==> src/core/acr_pkg.sv <==
// acr_pkg: offsets, field layout, reset values and codes for the channel config bank
// assumes: Avalon-MM 32-bit data, byte addresses, 16-bit registers in the low lanes
package acr_pkg;

  // ----------------------------------------------------------------
  // register map
  // ----------------------------------------------------------------
  localparam int ACR_ADDR_W = 8;
  localparam logic [7:0] ACR_OFS_GAIN_LO = 8'h10;
  localparam logic [7:0] ACR_OFS_GAIN_HI = 8'h12;
  localparam logic [7:0] ACR_OFS_CUT_LO = 8'h14;
  localparam logic [7:0] ACR_OFS_CUT_HI = 8'h16;
  localparam logic [7:0] ACR_OFS_BUF_SIZE = 8'h18;
  localparam int ACR_REG_W = 16;

  // ----------------------------------------------------------------
  // fields and reset values
  // ----------------------------------------------------------------
  localparam int ACR_CODE_W = 2;
  localparam int ACR_CH_PER_REG = 8;
  localparam int ACR_BS_W = 5;
  localparam logic [15:0] ACR_RST_GAIN = 16'h0000;
  localparam logic [15:0] ACR_RST_CUT = 16'h0000;
  localparam logic [4:0] ACR_RST_BS = 5'h00;
  localparam logic [4:0] ACR_BS_MAX = 5'h16;
  localparam int ACR_WAIT_CYC = 1;

  // ----------------------------------------------------------------
  // decoded settings, one-hot
  // ----------------------------------------------------------------
  localparam logic [3:0] ACR_GAIN_X1 = 4'h1;
  localparam logic [3:0] ACR_GAIN_X10 = 4'h2;
  localparam logic [3:0] ACR_GAIN_X100 = 4'h4;
  localparam logic [3:0] ACR_GAIN_X1000 = 4'h8;
  localparam logic [3:0] ACR_CUT_1000HZ = 4'h1;
  localparam logic [3:0] ACR_CUT_100HZ = 4'h2;
  localparam logic [3:0] ACR_CUT_10HZ = 4'h4;
  localparam logic [3:0] ACR_CUT_1HZ = 4'h8;

  typedef enum logic [1:0] {ACR_G1, ACR_G10, ACR_G100, ACR_G1000} acr_gain_code_t;

endpackage

==> src/core/acr_dec_if.sv <==
// acr_dec_if: raw code words passed from register bank to decoder
// assumes: one clock domain, both ends on mclk_in
interface acr_dec_if;
  logic [15:0] gain_lo;
  logic [15:0] gain_hi;
  logic [15:0] cut_lo;
  logic [15:0] cut_hi;
  modport bank (output gain_lo, gain_hi, cut_lo, cut_hi);
  modport dec (input gain_lo, gain_hi, cut_lo, cut_hi);
endinterface

==> src/core/acr_decode.sv <==
// acr_decode: registered one-hot gain and cutoff selects per channel
// assumes: codes come from the register bank on the same clock
module acr_decode
  import acr_pkg::*;
#(
  parameter int NUM_CH = 16
) (
  // clock and reset
  input wire logic mclk_in,
  input wire logic rst_b_in,
  // codes
  acr_dec_if.dec codes,
  // front end selects
  output logic [4*NUM_CH-1:0] gain_sel_out,
  output logic [4*NUM_CH-1:0] cutoff_sel_out
);

  if (NUM_CH != 2 * ACR_CH_PER_REG) begin : g_bad_num_ch
    $error("acr_decode: NUM_CH must be 16");
  end

  logic [31:0] gain_all;
  logic [31:0] cut_all;
  assign gain_all = {codes.gain_hi, codes.gain_lo};
  assign cut_all = {codes.cut_hi, codes.cut_lo};

  // ----------------------------------------------------------------
  // per channel decode
  // ----------------------------------------------------------------
  for (genvar ch = 0; ch < NUM_CH; ch++) begin : g_ch
    always_ff @(posedge mclk_in or negedge rst_b_in) begin
      if (!rst_b_in) begin
        gain_sel_out[4*ch +: 4] <= ACR_GAIN_X1;
        cutoff_sel_out[4*ch +: 4] <= ACR_CUT_1000HZ;
      end else begin
        case (gain_all[2*ch +: 2])
          2'h0: gain_sel_out[4*ch +: 4] <= ACR_GAIN_X1;
          2'h1: gain_sel_out[4*ch +: 4] <= ACR_GAIN_X10;
          2'h2: gain_sel_out[4*ch +: 4] <= ACR_GAIN_X100;
          default: gain_sel_out[4*ch +: 4] <= ACR_GAIN_X1000;
        endcase
        case (cut_all[2*ch +: 2])
          2'h0: cutoff_sel_out[4*ch +: 4] <= ACR_CUT_1000HZ;
          2'h1: cutoff_sel_out[4*ch +: 4] <= ACR_CUT_100HZ;
          2'h2: cutoff_sel_out[4*ch +: 4] <= ACR_CUT_10HZ;
          default: cutoff_sel_out[4*ch +: 4] <= ACR_CUT_1HZ;
        endcase
      end
    end

    chk_gain_onehot: assert property (@(posedge mclk_in) disable iff (!rst_b_in)
      $past(gain_all[2*ch +: 2]) == 2'h3 |-> gain_sel_out[4*ch +: 4] == ACR_GAIN_X1000)
      else $error("gain decode wrong");
    chk_cut_decode: assert property (@(posedge mclk_in) disable iff (!rst_b_in)
      1'b1 |=> cutoff_sel_out[4*ch +: 4] == (4'h1 << $past(cut_all[2*ch +: 2])))
      else $error("cutoff decode wrong");
  end

endmodule // acr_decode

==> src/core/acr_regs.sv <==
// acr_regs: channel gain, filter cutoff and buffer size registers
// assumes: Avalon-MM slave, 32-bit data, byte addresses, single 125 MHz clock
//
// How it works
// - gain_ch0_7 holds 2-bit codes, channels 0-7
// - gain_ch8_15 holds 2-bit codes, channels 8-15
// - gain codes decode to 1,10,100,1000
// - gain fields reset to 00
// - cutoff_ch0_7 holds 2-bit codes, channels 0-7
// - cutoff_ch8_15 holds 2-bit codes, channels 8-15
// - cutoff codes decode to 1000,100,10,1 Hz
// - cutoff fields reset to 00
// - buffer size is 2^code samples, codes 0-22
// - buffer size reads back last write
//
// The implementer's own choice: the Avalon-MM register port.
module acr_regs
  import acr_pkg::*;
(
  // clock and reset
  input wire logic mclk_in,
  input wire logic rst_b_in,
  // avalon-mm slave
  input wire logic [ACR_ADDR_W-1:0] avs_address_in,
  input wire logic avs_read_in,
  input wire logic avs_write_in,
  input wire logic [31:0] avs_writedata_in,
  input wire logic [3:0] avs_byteenable_in,
  output logic [31:0] avs_readdata_out,
  output logic avs_waitrequest_out,
  // front end
  output logic [63:0] gain_sel_out,
  output logic [63:0] cutoff_sel_out,
  // scan buffer
  output logic [4:0] buffer_size_code_out,
  output logic buffer_size_valid_out
);

  // ----------------------------------------------------------------
  // storage
  // ----------------------------------------------------------------
  logic [15:0] gain_ch0_7_r;
  logic [15:0] gain_ch8_15_r;
  logic [15:0] cutoff_ch0_7_r;
  logic [15:0] cutoff_ch8_15_r;
  logic [15:0] sample_buffer_size_r;
  logic ack_r;
  logic [15:0] wr_nxt;
  logic req;
  logic wr_go;
  logic hit;
  logic [15:0] rd_nxt;

  assign req = avs_read_in | avs_write_in;
  assign wr_go = avs_write_in & ack_r;

  // ----------------------------------------------------------------
  // bus handshake: one wait cycle, answer on the second
  // ----------------------------------------------------------------
  always_ff @(posedge mclk_in or negedge rst_b_in) begin
    if (!rst_b_in) begin
      ack_r <= 1'b0;
    end else begin
      ack_r <= req & ~ack_r;
    end
  end

  always_ff @(posedge mclk_in or negedge rst_b_in) begin
    if (!rst_b_in) begin
      avs_waitrequest_out <= 1'b1;
    end else begin
      avs_waitrequest_out <= ~(req & ~ack_r);
    end
  end

  // ----------------------------------------------------------------
  // write merge with byte lanes 0 and 1
  // ----------------------------------------------------------------
  always_comb begin
    rd_nxt = 16'h0000;
    hit = 1'b1;
    case (avs_address_in)
      ACR_OFS_GAIN_LO: rd_nxt = gain_ch0_7_r;
      ACR_OFS_GAIN_HI: rd_nxt = gain_ch8_15_r;
      ACR_OFS_CUT_LO: rd_nxt = cutoff_ch0_7_r;
      ACR_OFS_CUT_HI: rd_nxt = cutoff_ch8_15_r;
      ACR_OFS_BUF_SIZE: rd_nxt = sample_buffer_size_r;
      default: hit = 1'b0;
    endcase
    wr_nxt = rd_nxt;
    if (avs_byteenable_in[0]) begin
      wr_nxt[7:0] = avs_writedata_in[7:0];
    end
    if (avs_byteenable_in[1]) begin
      wr_nxt[15:8] = avs_writedata_in[15:8];
    end
  end

  // ----------------------------------------------------------------
  // gain registers
  // ----------------------------------------------------------------
  always_ff @(posedge mclk_in or negedge rst_b_in) begin
    if (!rst_b_in) begin
      gain_ch0_7_r <= ACR_RST_GAIN;
      gain_ch8_15_r <= ACR_RST_GAIN;
    end else if (wr_go && avs_address_in == ACR_OFS_GAIN_LO) begin
      gain_ch0_7_r <= wr_nxt;
    end else if (wr_go && avs_address_in == ACR_OFS_GAIN_HI) begin
      gain_ch8_15_r <= wr_nxt;
    end
  end

  // ----------------------------------------------------------------
  // cutoff registers
  // ----------------------------------------------------------------
  always_ff @(posedge mclk_in or negedge rst_b_in) begin
    if (!rst_b_in) begin
      cutoff_ch0_7_r <= ACR_RST_CUT;
      cutoff_ch8_15_r <= ACR_RST_CUT;
    end else if (wr_go && avs_address_in == ACR_OFS_CUT_LO) begin
      cutoff_ch0_7_r <= wr_nxt;
    end else if (wr_go && avs_address_in == ACR_OFS_CUT_HI) begin
      cutoff_ch8_15_r <= wr_nxt;
    end
  end

  // ----------------------------------------------------------------
  // buffer size register, all 16 bits stored for readback
  // ----------------------------------------------------------------
  always_ff @(posedge mclk_in or negedge rst_b_in) begin
    if (!rst_b_in) begin
      sample_buffer_size_r <= {11'h000, ACR_RST_BS};
    end else if (wr_go && avs_address_in == ACR_OFS_BUF_SIZE) begin
      sample_buffer_size_r <= wr_nxt;
    end
  end

  always_ff @(posedge mclk_in or negedge rst_b_in) begin
    if (!rst_b_in) begin
      buffer_size_code_out <= ACR_RST_BS;
      buffer_size_valid_out <= 1'b1;
    end else begin
      buffer_size_code_out <= sample_buffer_size_r[ACR_BS_W-1:0];
      buffer_size_valid_out <= sample_buffer_size_r[ACR_BS_W-1:0] <= ACR_BS_MAX;
    end
  end

  // ----------------------------------------------------------------
  // read data
  // ----------------------------------------------------------------
  always_ff @(posedge mclk_in or negedge rst_b_in) begin
    if (!rst_b_in) begin
      avs_readdata_out <= 32'h0000_0000;
    end else if (avs_read_in && !ack_r) begin
      avs_readdata_out <= hit ? {16'h0000, rd_nxt} : 32'h0000_0000;
    end
  end

  // ----------------------------------------------------------------
  // decode to the front end
  // ----------------------------------------------------------------
  acr_dec_if dec_if ();
  assign dec_if.gain_lo = gain_ch0_7_r;
  assign dec_if.gain_hi = gain_ch8_15_r;
  assign dec_if.cut_lo = cutoff_ch0_7_r;
  assign dec_if.cut_hi = cutoff_ch8_15_r;

  acr_decode #(
    .NUM_CH(16)
  ) u_decode (
    .mclk_in(mclk_in),
    .rst_b_in(rst_b_in),
    .codes(dec_if),
    .gain_sel_out(gain_sel_out),
    .cutoff_sel_out(cutoff_sel_out)
  );

  // ----------------------------------------------------------------
  // checks
  // ----------------------------------------------------------------
  chk_gain_lo_write: assert property (@(posedge mclk_in) disable iff (!rst_b_in)
    wr_go && avs_address_in == ACR_OFS_GAIN_LO && avs_byteenable_in[1:0] == 2'h3
    |=> gain_ch0_7_r == $past(avs_writedata_in[15:0]))
    else $error("gain_ch0_7 write lost");
  chk_gain_hi_write: assert property (@(posedge mclk_in) disable iff (!rst_b_in)
    wr_go && avs_address_in == ACR_OFS_GAIN_HI && avs_byteenable_in[1:0] == 2'h3
    |=> gain_ch8_15_r == $past(avs_writedata_in[15:0]))
    else $error("gain_ch8_15 write lost");
  chk_cut_lo_write: assert property (@(posedge mclk_in) disable iff (!rst_b_in)
    wr_go && avs_address_in == ACR_OFS_CUT_LO && avs_byteenable_in[1:0] == 2'h3
    |=> cutoff_ch0_7_r == $past(avs_writedata_in[15:0]))
    else $error("cutoff_ch0_7 write lost");
  chk_cut_hi_write: assert property (@(posedge mclk_in) disable iff (!rst_b_in)
    wr_go && avs_address_in == ACR_OFS_CUT_HI && avs_byteenable_in[1:0] == 2'h3
    |=> cutoff_ch8_15_r == $past(avs_writedata_in[15:0]))
    else $error("cutoff_ch8_15 write lost");
  chk_bs_readback: assert property (@(posedge mclk_in) disable iff (!rst_b_in)
    avs_read_in && !ack_r && avs_address_in == ACR_OFS_BUF_SIZE
    |=> !avs_waitrequest_out && avs_readdata_out == {16'h0000, sample_buffer_size_r})
    else $error("buffer size readback wrong");
  chk_bs_valid: assert property (@(posedge mclk_in) disable iff (!rst_b_in)
    ##1 buffer_size_valid_out == ($past(sample_buffer_size_r[4:0]) <= 5'h16))
    else $error("buffer size validity wrong");
  chk_gain_reset: assert property (@(posedge mclk_in)
    $rose(rst_b_in) |-> gain_ch0_7_r == 16'h0000 && gain_ch8_15_r == 16'h0000)
    else $error("gain not reset");
  chk_cut_reset: assert property (@(posedge mclk_in)
    $rose(rst_b_in) |-> cutoff_ch0_7_r == 16'h0000 && cutoff_ch8_15_r == 16'h0000)
    else $error("cutoff not reset");
  chk_front_follow: assert property (@(posedge mclk_in) disable iff (!rst_b_in)
    gain_ch0_7_r[1:0] == 2'h1 ##1 gain_ch0_7_r[1:0] == 2'h1 |-> gain_sel_out[3:0] == 4'h2)
    else $error("front end gain not following");

  // ----------------------------------------------------------------
  // checks: bus handshake and read path
  // ----------------------------------------------------------------
  chk_wait_answer: assert property (@(posedge mclk_in) disable iff (!rst_b_in)
    req && !ack_r |=> !avs_waitrequest_out && ack_r)
    else $error("no answer after one wait cycle");

  chk_wait_single: assert property (@(posedge mclk_in) disable iff (!rst_b_in)
    !avs_waitrequest_out |=> avs_waitrequest_out)
    else $error("waitrequest low too long");

  chk_wait_idle: assert property (@(posedge mclk_in) disable iff (!rst_b_in)
    !req |=> avs_waitrequest_out)
    else $error("answer without request");

  chk_wr_once: assert property (@(posedge mclk_in) disable iff (!rst_b_in)
    wr_go |=> !wr_go)
    else $error("write applied twice");

  chk_rd_upper: assert property (@(posedge mclk_in) disable iff (!rst_b_in)
    avs_readdata_out[31:16] == 16'h0000)
    else $error("read data upper half not zero");

  chk_rd_hold: assert property (@(posedge mclk_in) disable iff (!rst_b_in)
    !(avs_read_in && !ack_r) |=> $stable(avs_readdata_out))
    else $error("read data changed without read");

  chk_unmapped_read: assert property (@(posedge mclk_in) disable iff (!rst_b_in)
    avs_read_in && !ack_r && !hit |=> avs_readdata_out == 32'h0000_0000)
    else $error("unmapped read not zero");

  chk_gain_lo_read: assert property (@(posedge mclk_in) disable iff (!rst_b_in)
    avs_read_in && !ack_r && avs_address_in == ACR_OFS_GAIN_LO
    |=> avs_readdata_out == {16'h0000, $past(gain_ch0_7_r)})
    else $error("gain_ch0_7 readback wrong");

  chk_gain_hi_read: assert property (@(posedge mclk_in) disable iff (!rst_b_in)
    avs_read_in && !ack_r && avs_address_in == ACR_OFS_GAIN_HI
    |=> avs_readdata_out == {16'h0000, $past(gain_ch8_15_r)})
    else $error("gain_ch8_15 readback wrong");

  chk_cut_lo_read: assert property (@(posedge mclk_in) disable iff (!rst_b_in)
    avs_read_in && !ack_r && avs_address_in == ACR_OFS_CUT_LO
    |=> avs_readdata_out == {16'h0000, $past(cutoff_ch0_7_r)})
    else $error("cutoff_ch0_7 readback wrong");

  chk_cut_hi_read: assert property (@(posedge mclk_in) disable iff (!rst_b_in)
    avs_read_in && !ack_r && avs_address_in == ACR_OFS_CUT_HI
    |=> avs_readdata_out == {16'h0000, $past(cutoff_ch8_15_r)})
    else $error("cutoff_ch8_15 readback wrong");

  // ----------------------------------------------------------------
  // checks: registers change only on their own write
  // ----------------------------------------------------------------
  chk_gain_lo_hold: assert property (@(posedge mclk_in) disable iff (!rst_b_in)
    !(wr_go && avs_address_in == ACR_OFS_GAIN_LO) |=> $stable(gain_ch0_7_r))
    else $error("gain_ch0_7 changed without write");

  chk_gain_hi_hold: assert property (@(posedge mclk_in) disable iff (!rst_b_in)
    !(wr_go && avs_address_in == ACR_OFS_GAIN_HI) |=> $stable(gain_ch8_15_r))
    else $error("gain_ch8_15 changed without write");

  chk_cut_lo_hold: assert property (@(posedge mclk_in) disable iff (!rst_b_in)
    !(wr_go && avs_address_in == ACR_OFS_CUT_LO) |=> $stable(cutoff_ch0_7_r))
    else $error("cutoff_ch0_7 changed without write");

  chk_cut_hi_hold: assert property (@(posedge mclk_in) disable iff (!rst_b_in)
    !(wr_go && avs_address_in == ACR_OFS_CUT_HI) |=> $stable(cutoff_ch8_15_r))
    else $error("cutoff_ch8_15 changed without write");

  chk_bs_hold: assert property (@(posedge mclk_in) disable iff (!rst_b_in)
    !(wr_go && avs_address_in == ACR_OFS_BUF_SIZE) |=> $stable(sample_buffer_size_r))
    else $error("sample_buffer_size changed without write");

  chk_bs_write: assert property (@(posedge mclk_in) disable iff (!rst_b_in)
    wr_go && avs_address_in == ACR_OFS_BUF_SIZE && avs_byteenable_in[1:0] == 2'h3
    |=> sample_buffer_size_r == $past(avs_writedata_in[15:0]))
    else $error("sample_buffer_size write lost");

  chk_lane_keep: assert property (@(posedge mclk_in) disable iff (!rst_b_in)
    wr_go && avs_address_in == ACR_OFS_GAIN_LO && avs_byteenable_in[1:0] == 2'h2
    |=> gain_ch0_7_r == {$past(avs_writedata_in[15:8]), $past(gain_ch0_7_r[7:0])})
    else $error("byte lane merge wrong");

  // ----------------------------------------------------------------
  // checks: scan buffer and front end
  // ----------------------------------------------------------------
  chk_bs_code: assert property (@(posedge mclk_in) disable iff (!rst_b_in)
    1'b1 |=> buffer_size_code_out == $past(sample_buffer_size_r[ACR_BS_W-1:0]))
    else $error("buffer size code not passed on");

  chk_bs_flag: assert property (@(posedge mclk_in) disable iff (!rst_b_in)
    buffer_size_valid_out == (buffer_size_code_out <= ACR_BS_MAX))
    else $error("buffer size flag disagrees with code");

  chk_bs_reset: assert property (@(posedge mclk_in)
    $rose(rst_b_in) |-> sample_buffer_size_r == {11'h000, ACR_RST_BS} && buffer_size_valid_out)
    else $error("buffer size not reset");

  chk_sel_reset: assert property (@(posedge mclk_in)
    $rose(rst_b_in) |-> gain_sel_out == {16{ACR_GAIN_X1}}
    && cutoff_sel_out == {16{ACR_CUT_1000HZ}})
    else $error("front end selects not reset");

  chk_front_cut: assert property (@(posedge mclk_in) disable iff (!rst_b_in)
    1'b1 |=> cutoff_sel_out[3:0] == (4'h1 << $past(cutoff_ch0_7_r[1:0])))
    else $error("front end cutoff not following");

  chk_front_hi: assert property (@(posedge mclk_in) disable iff (!rst_b_in)
    1'b1 |=> gain_sel_out[63:60] == (4'h1 << $past(gain_ch8_15_r[15:14])))
    else $error("front end gain ch15 not following");

  chk_gain_ch7: assert property (@(posedge mclk_in) disable iff (!rst_b_in)
    1'b1 |=> gain_sel_out[31:28] == (4'h1 << $past(gain_ch0_7_r[15:14])))
    else $error("gain ch7 field misplaced");

  chk_gain_ch8: assert property (@(posedge mclk_in) disable iff (!rst_b_in)
    1'b1 |=> gain_sel_out[35:32] == (4'h1 << $past(gain_ch8_15_r[1:0])))
    else $error("gain ch8 field misplaced");

  chk_cut_ch7: assert property (@(posedge mclk_in) disable iff (!rst_b_in)
    1'b1 |=> cutoff_sel_out[31:28] == (4'h1 << $past(cutoff_ch0_7_r[15:14])))
    else $error("cutoff ch7 field misplaced");

  chk_cut_ch8: assert property (@(posedge mclk_in) disable iff (!rst_b_in)
    1'b1 |=> cutoff_sel_out[35:32] == (4'h1 << $past(cutoff_ch8_15_r[1:0])))
    else $error("cutoff ch8 field misplaced");

endmodule // acr_regs

==> config.mk <==
export PLATFORM = sky130hd
export DESIGN_NAME = acr_regs
export DESIGN_NICKNAME = d
export VERILOG_FILES = /design/src/core/acr_pkg.sv /design/src/core/acr_dec_if.sv /design/src/core/acr_decode.sv /design/src/core/acr_regs.sv
export SDC_FILE = /design/constraint.sdc
export NUM_CORES = 1
export LEC_CHECK = 0
export BUFFER_PORTS_ARGS = -buffer_cell sky130_fd_sc_hd__buf_2
export CORE_MARGIN = 2
export CORE_UTILIZATION = 48
export DETAILED_ROUTE_END_ITERATION = 8
export GPL_TIMING_DRIVEN = 0
export PLACE_DENSITY = 0.72
export SYNTH_ARGS = -nofsm -noshare
export SYNTH_HDL_FRONTEND = slang
export SYNTH_HIERARCHICAL = 1
export SYNTH_SLANG_ARGS = --single-unit
==> constraint.sdc <==
create_clock -name mclk_in -period 1.7 [get_ports mclk_in]
set_clock_uncertainty 0.1 [all_clocks]
set_input_delay 0.17 -clock mclk_in [delete_from_list [all_inputs] [get_ports mclk_in]]
set_output_delay 0.17 -clock mclk_in [all_outputs]
set_load 0.01 [all_outputs]
Word-level counts from Yosys, hierarchy flattened --
Index checks and enable logic that the tools add are counted.
Storage, ports and cells: flip-flop bits (word level) 248, input port bits 48, output and inout port bits 167, word-level logic and storage cells 198
Cells by class: magnitude comparators 1, equality and inequality tests 69, mux-type cells 37, bitwise operators 7, reduce and logical (&&, ||, !) cells 42
Operators with widths (number):
- one-hot mux 4 bit (3 select lines) | 32
- one-hot mux 16 bit (5 select lines) | 1
- equality test 2 x 1 -> 1 bit, second input constant | 32
- equality test 2 bit, second input constant | 32
- logical NOT 2 bit | 32
- equality test 8 x 5 -> 1 bit, second input constant | 5
- 2-to-1 mux 16 bit | 1
- 2-to-1 mux 8 bit | 2
- logical AND 1 bit | 6
- <= comparator 5 bit, second input constant | 1
- OR reduction 5 bit | 1
- inverter 1 bit | 4
- AND reduction 2 bit | 2
- AND 1 bit | 2
- logical NOT 1 bit | 1
- 2-to-1 mux 1 bit | 1
- bitwise OR 1 bit | 1

Longest topological paths before layout --
Gate-level depths: netlist of run 1.
word-level depth 4, depth in mapped cells 8

Modules after synthesis --
The synthesis of run 1 kept the hierarchy.
By module, submodules not included:
- acr_regs | instances 1, cells an instance 476, area each 5103.6 sq um, seq. area each 2605.0 sq um
- acr_decode | instances 1, cells an instance 256, area each 4164.0 sq um, seq. area each 3243.1 sq um

Worst setup path after synthesis of run 1 --
No wires, ideal clock.
path kind in2reg, start input port avs_address_in[7], end register sample_buffer_size_r[10], arrival 1763 ps, required time 1535 ps, slack -228 ps, cell stages on the path 7, path buffers 3, path through or4b_1 > buf_2 > or3_1 > buf_6 > buf_8 > nor3_4 > o22a_1
On the way: cells in the longest elaborated chain, start to end 3, elaborated cells on any way between the ends 8, those cells by class 5 x eq/ne; 2 x mux; 1 x reduce/logical
Ends and longest elaborated chain:
- from (decl) | RTL line acr_regs.sv:24 | input wire logic [ACR_ADDR_W-1:0] avs_address_in,
- equality test 8 x 5 -> 1 bit (on tied branches) | RTL line acr_regs.sv:82, acr_regs.sv:133
- one-hot mux 16 bit (5 select lines) | RTL line acr_regs.sv:82 | case (avs_address_in)
- 2-to-1 mux 8 bit | RTL line acr_regs.sv:94 | if (avs_byteenable_in[1]) begin
- to (signal assigned) | RTL line acr_regs.sv:132 | sample_buffer_size_r <= {11'h000, ACR_RST_BS};
- to (signal assigned) | RTL line acr_regs.sv:134 | sample_buffer_size_r <= wr_nxt;
- to (decl) | RTL line acr_regs.sv:46 | logic [15:0] sample_buffer_size_r;
Parallel ways exist; a longest one is shown, timed or not. A chain may end at the register's enable or synchronous reset.

Worst setup path after layout of run 1 --
start input port avs_address_in[5], end register sample_buffer_size_r[14]
Same word-level chain as after synthesis.

==> metrics.txt, run 1 <==
Syn. warnings=6; CP endpoint kind=flop; vias in the first global route=6479; setup violators final=0; Fin. Hold Viols=0; port bufs=177; final non-filler cell total=1254; DP HPWL=15.4 mm; Slowest-stage cell, CP=or4b_4; Lkg Pwr=6.14 nW; die area=0.0204 mm^2; die width=143 um; top cell type's share of synthesized area=53.5%; CTS Buf Count=24; Pre-antenna DRT Iters=7; DRC=0; Rows=50; DRT iter0 DRCs=397; Die H=143 um; ys async rst share=100%; mapped cell area=0.00927 mm^2; EDFF count, synth=0; clock tree buffer depth=3; initial antenna violation count=1; Vias/cell=5.16; drt wl/cell=18.0 um; critical path peak fanout=10; hold crit path type=in -> reg; crit-path max cell delay=600 ps; clock slew at reported path FFs=60 ps; register area share after synthesis=63.1%; mean post-synth cell area=12.7 um^2; clock sink count=232; Multi-input gate area=0.00332 mm^2; critical path, cell by cell=buf_2 > or4b_4 > buf_4 > nor4_4 > buf_4 > nand2_1 > o22a_1; crit-path most repeated cell=buf_4; Post-Synthesis Cells=732; clock tree from TritonCTS=yes; area leader, netlist=dfrtp_1; Post-synth top flop=dfrtp_1; CP Class=in -> reg; number of buffers and inverters on the critical path=3; period utilization=99.1%; GRT Total Usage=21.7%; antenna viol nets, final=0; layout cells sized above 1=47.0%; fin nets=1023; area delta synth->final=28.8%; Peak VDD IR=743 uV; final WL=22.5 mm; status=finished clean; IO Count=215; most numerous cell in the Yosys netlist=dfrtp_1; CP delay by family, top=simple AND/OR/NAND/NOR gates; P per Cell Area=1050 mW/mm^2; Worst-Skew Late Latency=510 ps; Fmax=0.594 GHz; H-tree Lvls=1; largest net degree at the start of global routing=121; clk root buf=clkbuf_16; Fillers=1470; Final min period=1680 ps; GRT overflow=0; Initial Util=49.2%; RePlAce Congestion=0.821; most instantiated cells after synthesis=dfrtp_1, nor2_1, and2b_2; critical path required time=2000 ps; vias post-DR=6468; core area=0.0188 mm^2; synth unique cells=38; first-pass GRT wire length=34.5 mm; top post-synthesis cells by area=dfrtp_1, dfstp_2, and2b_2, o22a_1, mux2i_1; worst slew pin tran=835 ps; register area=0.00585 mm^2; max cap viols=0; Pwr Total=0.0125 W; DP Cell Count=1185; CP Launch Type=input port; Slew Limit Headroom=44.3%; Max Slew Vio Count=0; flops & latches, synth=232; crit path DAT=1980 ps
-- sequential cells by signal (all words and copies together) (netlist names), 5 cells and up --
signal	cells
avs_readdata_out	16
cutoff_ch0_7_r	16
u_decode/cutoff_sel_out	64
buffer_size_code_out	5
sample_buffer_size_r	16
cutoff_ch8_15_r	16
dec_if.gain_hi	16
u_decode/gain_sel_out	64
dec_if.gain_lo	16
-- metrics by stage --
stage	TNS, ps	setup slack, ps	utilization [%]	hold WS (ps)	area (um^2)
finish	0	15.6	63.4	6.81	11900
detailed placement	-45370	-665	57.0	186	10700
global placement	-816340	-3550	56.8	303	10700
floorplan	-12200	-180	-	-226	9480
CTS	0	1.68	62.8	1.27	11800
global route	-348	-48.5	63.4	21.9	11900
-- metal layers --
layer / vias up / part of all wire (%) / wire [um] / GRT usage, %
li1: 2966 / - / - / -
met1: 3181 / 42 / 9430 / 28.9
met2: 277 / 48 / 10700 / 36.0
met3: 44 / 7.7 / 1730 / 4.39
met4: 0 / 2.8 / 622 / 6.93
met5: - / 0 / 0 / 0
-- worst min-delay path, stage by stage --
cell and delay, ps:
buf_2 80, nand2_1 130, nand2_1 90, o22a_1 110
-- worst paths after layout --
kind	startpoint	to	slack (ps)	cells after the start
max reg2reg	ack_r$_DFF_PN0_	sample_buffer_size_r[14]$_DFFE_PN0P_	30	5
max	avs_address_in[5]	sample_buffer_size_r[14]$_DFFE_PN0P_	20	7
min	avs_writedata_in[10]	sample_buffer_size_r[10]$_DFFE_PN0P_	7	4
max in group asynchronous	rst_b_in	u_decode/cutoff_sel_out[60]$_DFF_PN1_	300	3
min in group asynchronous	rst_b_in	u_decode/gain_sel_out[6]$_DFF_PN0_	190	2
min reg2reg	sample_buffer_size_r[2]$_DFFE_PN0P_	buffer_size_code_out[2]$_DFF_PN0_	320	0
-- area by class of cell --
type | instances | share of cell area (%)
antenna | 1 | 0.0210
buffer | 52 | 3.45
clock buffer | 32 | 5.88
clock inverter | 12 | 1.34
inverter | 2 | 0.0629
multi-input combinational | 459 | 27.8
sequential | 232 | 49.0
tap | 260 | 2.73
timing repair buffer | 204 | 9.67
-- repair_timing --
action / in CTS / in global routing
hold buffers: 10 / 0
endpoints found under the hold margin: 112 / 0
buffers inserted: 8 / 6
endpoints found under the setup margin: 60 / 66
resized for setup: 18 / 16
pin swaps: 3 / 6
cloned: 0 / 2
-- cells by family (layout without fill, tap and decap cells) --
logic type      count (synthesis)  after routing  synth area share [%]
simple gates                  265            265                  17.7
compound gates                129            129                  10.1
mux                            49             49                  5.52
buf+inv                        56            302                  3.52
flops                         232            232                  63.1
other cells                     1             17                0.0405
-- layout by cell type, fill, tap and decap left out, drive strengths merged, types with 16 or more instances in the layout --
master and n:
dfrtp 198, o22a 39, nor2 75, clkbuf 46
a21oi 41, and2b 64, mux2i 32, nand2 60
conb 16, buf 232, dfstp 34, and2 32
mux2 17
-- power by group --
part / leakage, nW / switching (W) / internal, W / total, W
registers: 3.10 / 0.000159 / 0.00580 / 0.00596
clock network: 0.434 / 0.00210 / 0.00350 / 0.00560
logic: 2.60 / 0.000543 / 0.000412 / 0.000955
(Power assumes the default switching activity.)
==> inputs of run 2 (changes only) <==
REMOVE_ABC_BUFFERS = 1   (was not set)
==> run 2 against run 1 <==
  * Flip-flop and latch count stayed put
  * Combinational power is 3.0% lower
  * Global-route usage is 0.68 points lower
  * Sequential share of layout area is 1.0 points higher
  * Setup slack better by 19 ps
  * Largest power group unchanged
  * Routed wire length is 4.1% lower
  * Critical path depth is 1 lower
  * Utilization is 1.3 points lower
==> metrics.txt, run 2 (synthesized netlist as in run 1, its figures left out) <==
DRC=0 (unchanged); Die H=143 um (unchanged); CP endpoint kind=flop; area delta synth->final=26.2%; initial antenna violation count=2 (+1); vias post-DR=6374 (-1.5%); fin util=62.1% (-1.3 points); Initial Util=49.2% (unchanged); Lkg Pwr=5.97 nW (-2.6%); Slowest-stage cell, CP=dfrtp_1; hold_ws=38.4 ps (+31.6 ps); setup violators final=0 (unchanged); die width=143 um (unchanged); pre-CTS setup slack=-1650 ps (-984 ps); Pwr Total=0.0121 W (-2.9%); clk root buf=clkbuf_16; Fin. Hold Viols=0 (unchanged); DRT iter0 DRCs=422 (+6.3%); largest net degree at the start of global routing=126 (+4.1%); Pre-antenna DRT Iters=5 (-2); crit-path max cell delay=400 ps (-200 ps); CP Class=reg -> reg; H-tree Lvls=1 (unchanged); critical path peak fanout=7 (-3); IO Count=215 (unchanged); Slew Limit Headroom=58.7% (+14 points); critical path required time=2000 ps (about the same); max cap viols=0 (unchanged); Final min period=1660 ps (-19.5 ps); port bufs=180 (+1.7%); DP HPWL=13.2 mm (-14%); Max Slew Vio Count=0 (unchanged); RePlAce Congestion=0.746 (-9.2%); clock sink count=232 (unchanged); vias in the first global route=6164 (-4.9%); status=finished clean; clock tree from TritonCTS=yes; GRT overflow=0 (unchanged); worst slew pin tran=619 ps (-216 ps); final worst setup slack=35.1 ps (+19.5 ps); most frequent cells in the layout=dfrtp_1, buf_2, nor2_1; die area=0.0204 mm^2 (unchanged); P per Cell Area=1040 mW/mm^2 (-0.88%); final WL=21.6 mm (-4.1%); Peak VDD IR=710 uV (-4.4%); period utilization=97.9% (-1.1 points); Rows=50 (unchanged); GRT Total Usage=21.0% (-0.68 points); core area=0.0188 mm^2 (unchanged); CTS Buf Count=24 (unchanged); antenna viol nets, final=0 (unchanged); drt wl/cell=17.5 um (-2.4%); Largest regs=u_decode/cutoff_sel_out x64, u_decode/gain_sel_out x64; commonest non-fill, non-tap cell in the layout=dfrtp_1; crit path DAT=1960 ps (-20 ps); Fmax=0.601 GHz (+1.2%); clock tree buffer depth=3 (unchanged); hold crit path type=in -> reg; first-pass GRT wire length=33.5 mm (-2.8%); fin nets=1001 (-2.2%); Worst-Skew Late Latency=510 ps (about the same); critical path, cell by cell=nand2_4 > nor4_4 > buf_4 > clkbuf_4 > nand2_1 > o22a_1; clock slew at reported path FFs=60 ps (about the same); Vias/cell=5.17 (+0.31%); layout cells sized above 1=43.8% (-3.3 points); CP Launch Type=flop
run 2: changes by cell type in the layout (fill, tap and decap cells not counted), moves of 7 or more:
cell and change:
mux2_2 +7, buf_4 -13, mux2_4 -7, buf_6 -7, dlygate4sd3_1 +8
run 2: routing by layer:
layer  vias to the layer above  wire, um  GRT usage, %
met2                       248      9960          33.5
met3                        35      1730          4.80
met4                         0       452          5.26
met1                      3166      9470          29.4
li1                       2925         -             -
met5                         -         0             0
run 2: area by class of cell:
type                            count  area (um^2)
Antenna cell                        1         2.50
Sequential cell                   232         5850
Inverter                            2         7.51
Clock inverter                      6         83.8
Tap cell                          260          325
Fill cell                        1476         7140
Multi-Input combinational cell    462         3270
Clock buffer                       38          714
Timing Repair Buffer              231         1440
run 2: critical path, delay by kind of cell, from the launching register on:
kind	cells	cell delay, ps
and+or+nand+nor	3	470
AOI/OAI and AO/OA	1	170
buffers and inverters	2	400
DFF	1	400
run 2: where the power goes:
part / switching, W / internal (W)
Clock: 0.00209 / 0.00318
Sequential: 0.000151 / 0.00580
Combinational: 0.000535 / 0.000391
Total: 0.00277 / 0.00938
run 2: timing repair:
action,CTS,global route
hold buffers,18,0
buffers inserted,19,6
endpoints found under the setup margin,96,47
hold endpoints to repair,141,0
pin swaps,8,3
gates cloned,3,1
gates resized for setup,17,6
run 2: final timing paths:
path,from,end,slack [ps],depth (start not counted)
max in group asynchronous,rst_b_in,dec_if.gain_hi[15]$_DFFE_PN0P_,370,3
min in group asynchronous,rst_b_in,u_decode/cutoff_sel_out[3]$_DFF_PN0_,130,2
min,avs_writedata_in[4],dec_if.gain_lo[4]$_DFFE_PN0N_,40,4
min reg2reg,sample_buffer_size_r[1]$_DFFE_PN0P_,buffer_size_code_out[1]$_DFF_PN0_,320,0
max,ack_r$_DFF_PN0_,dec_if.gain_lo[6]$_DFFE_PN0N_,40,6
max reg2reg,ack_r$_DFF_PN0_,dec_if.gain_lo[6]$_DFFE_PN0N_,40,6
run 2: stage by stage:
stage               cell area, um^2  instances  TNS, ps
finish                        11700       1232        0
CTS                           11600       1224        0
global placement              10200       1133  -977550
detailed placement            10400       1140  -127820
floorplan                      9000        693   -99450
global route                  11700       1232    -5.06
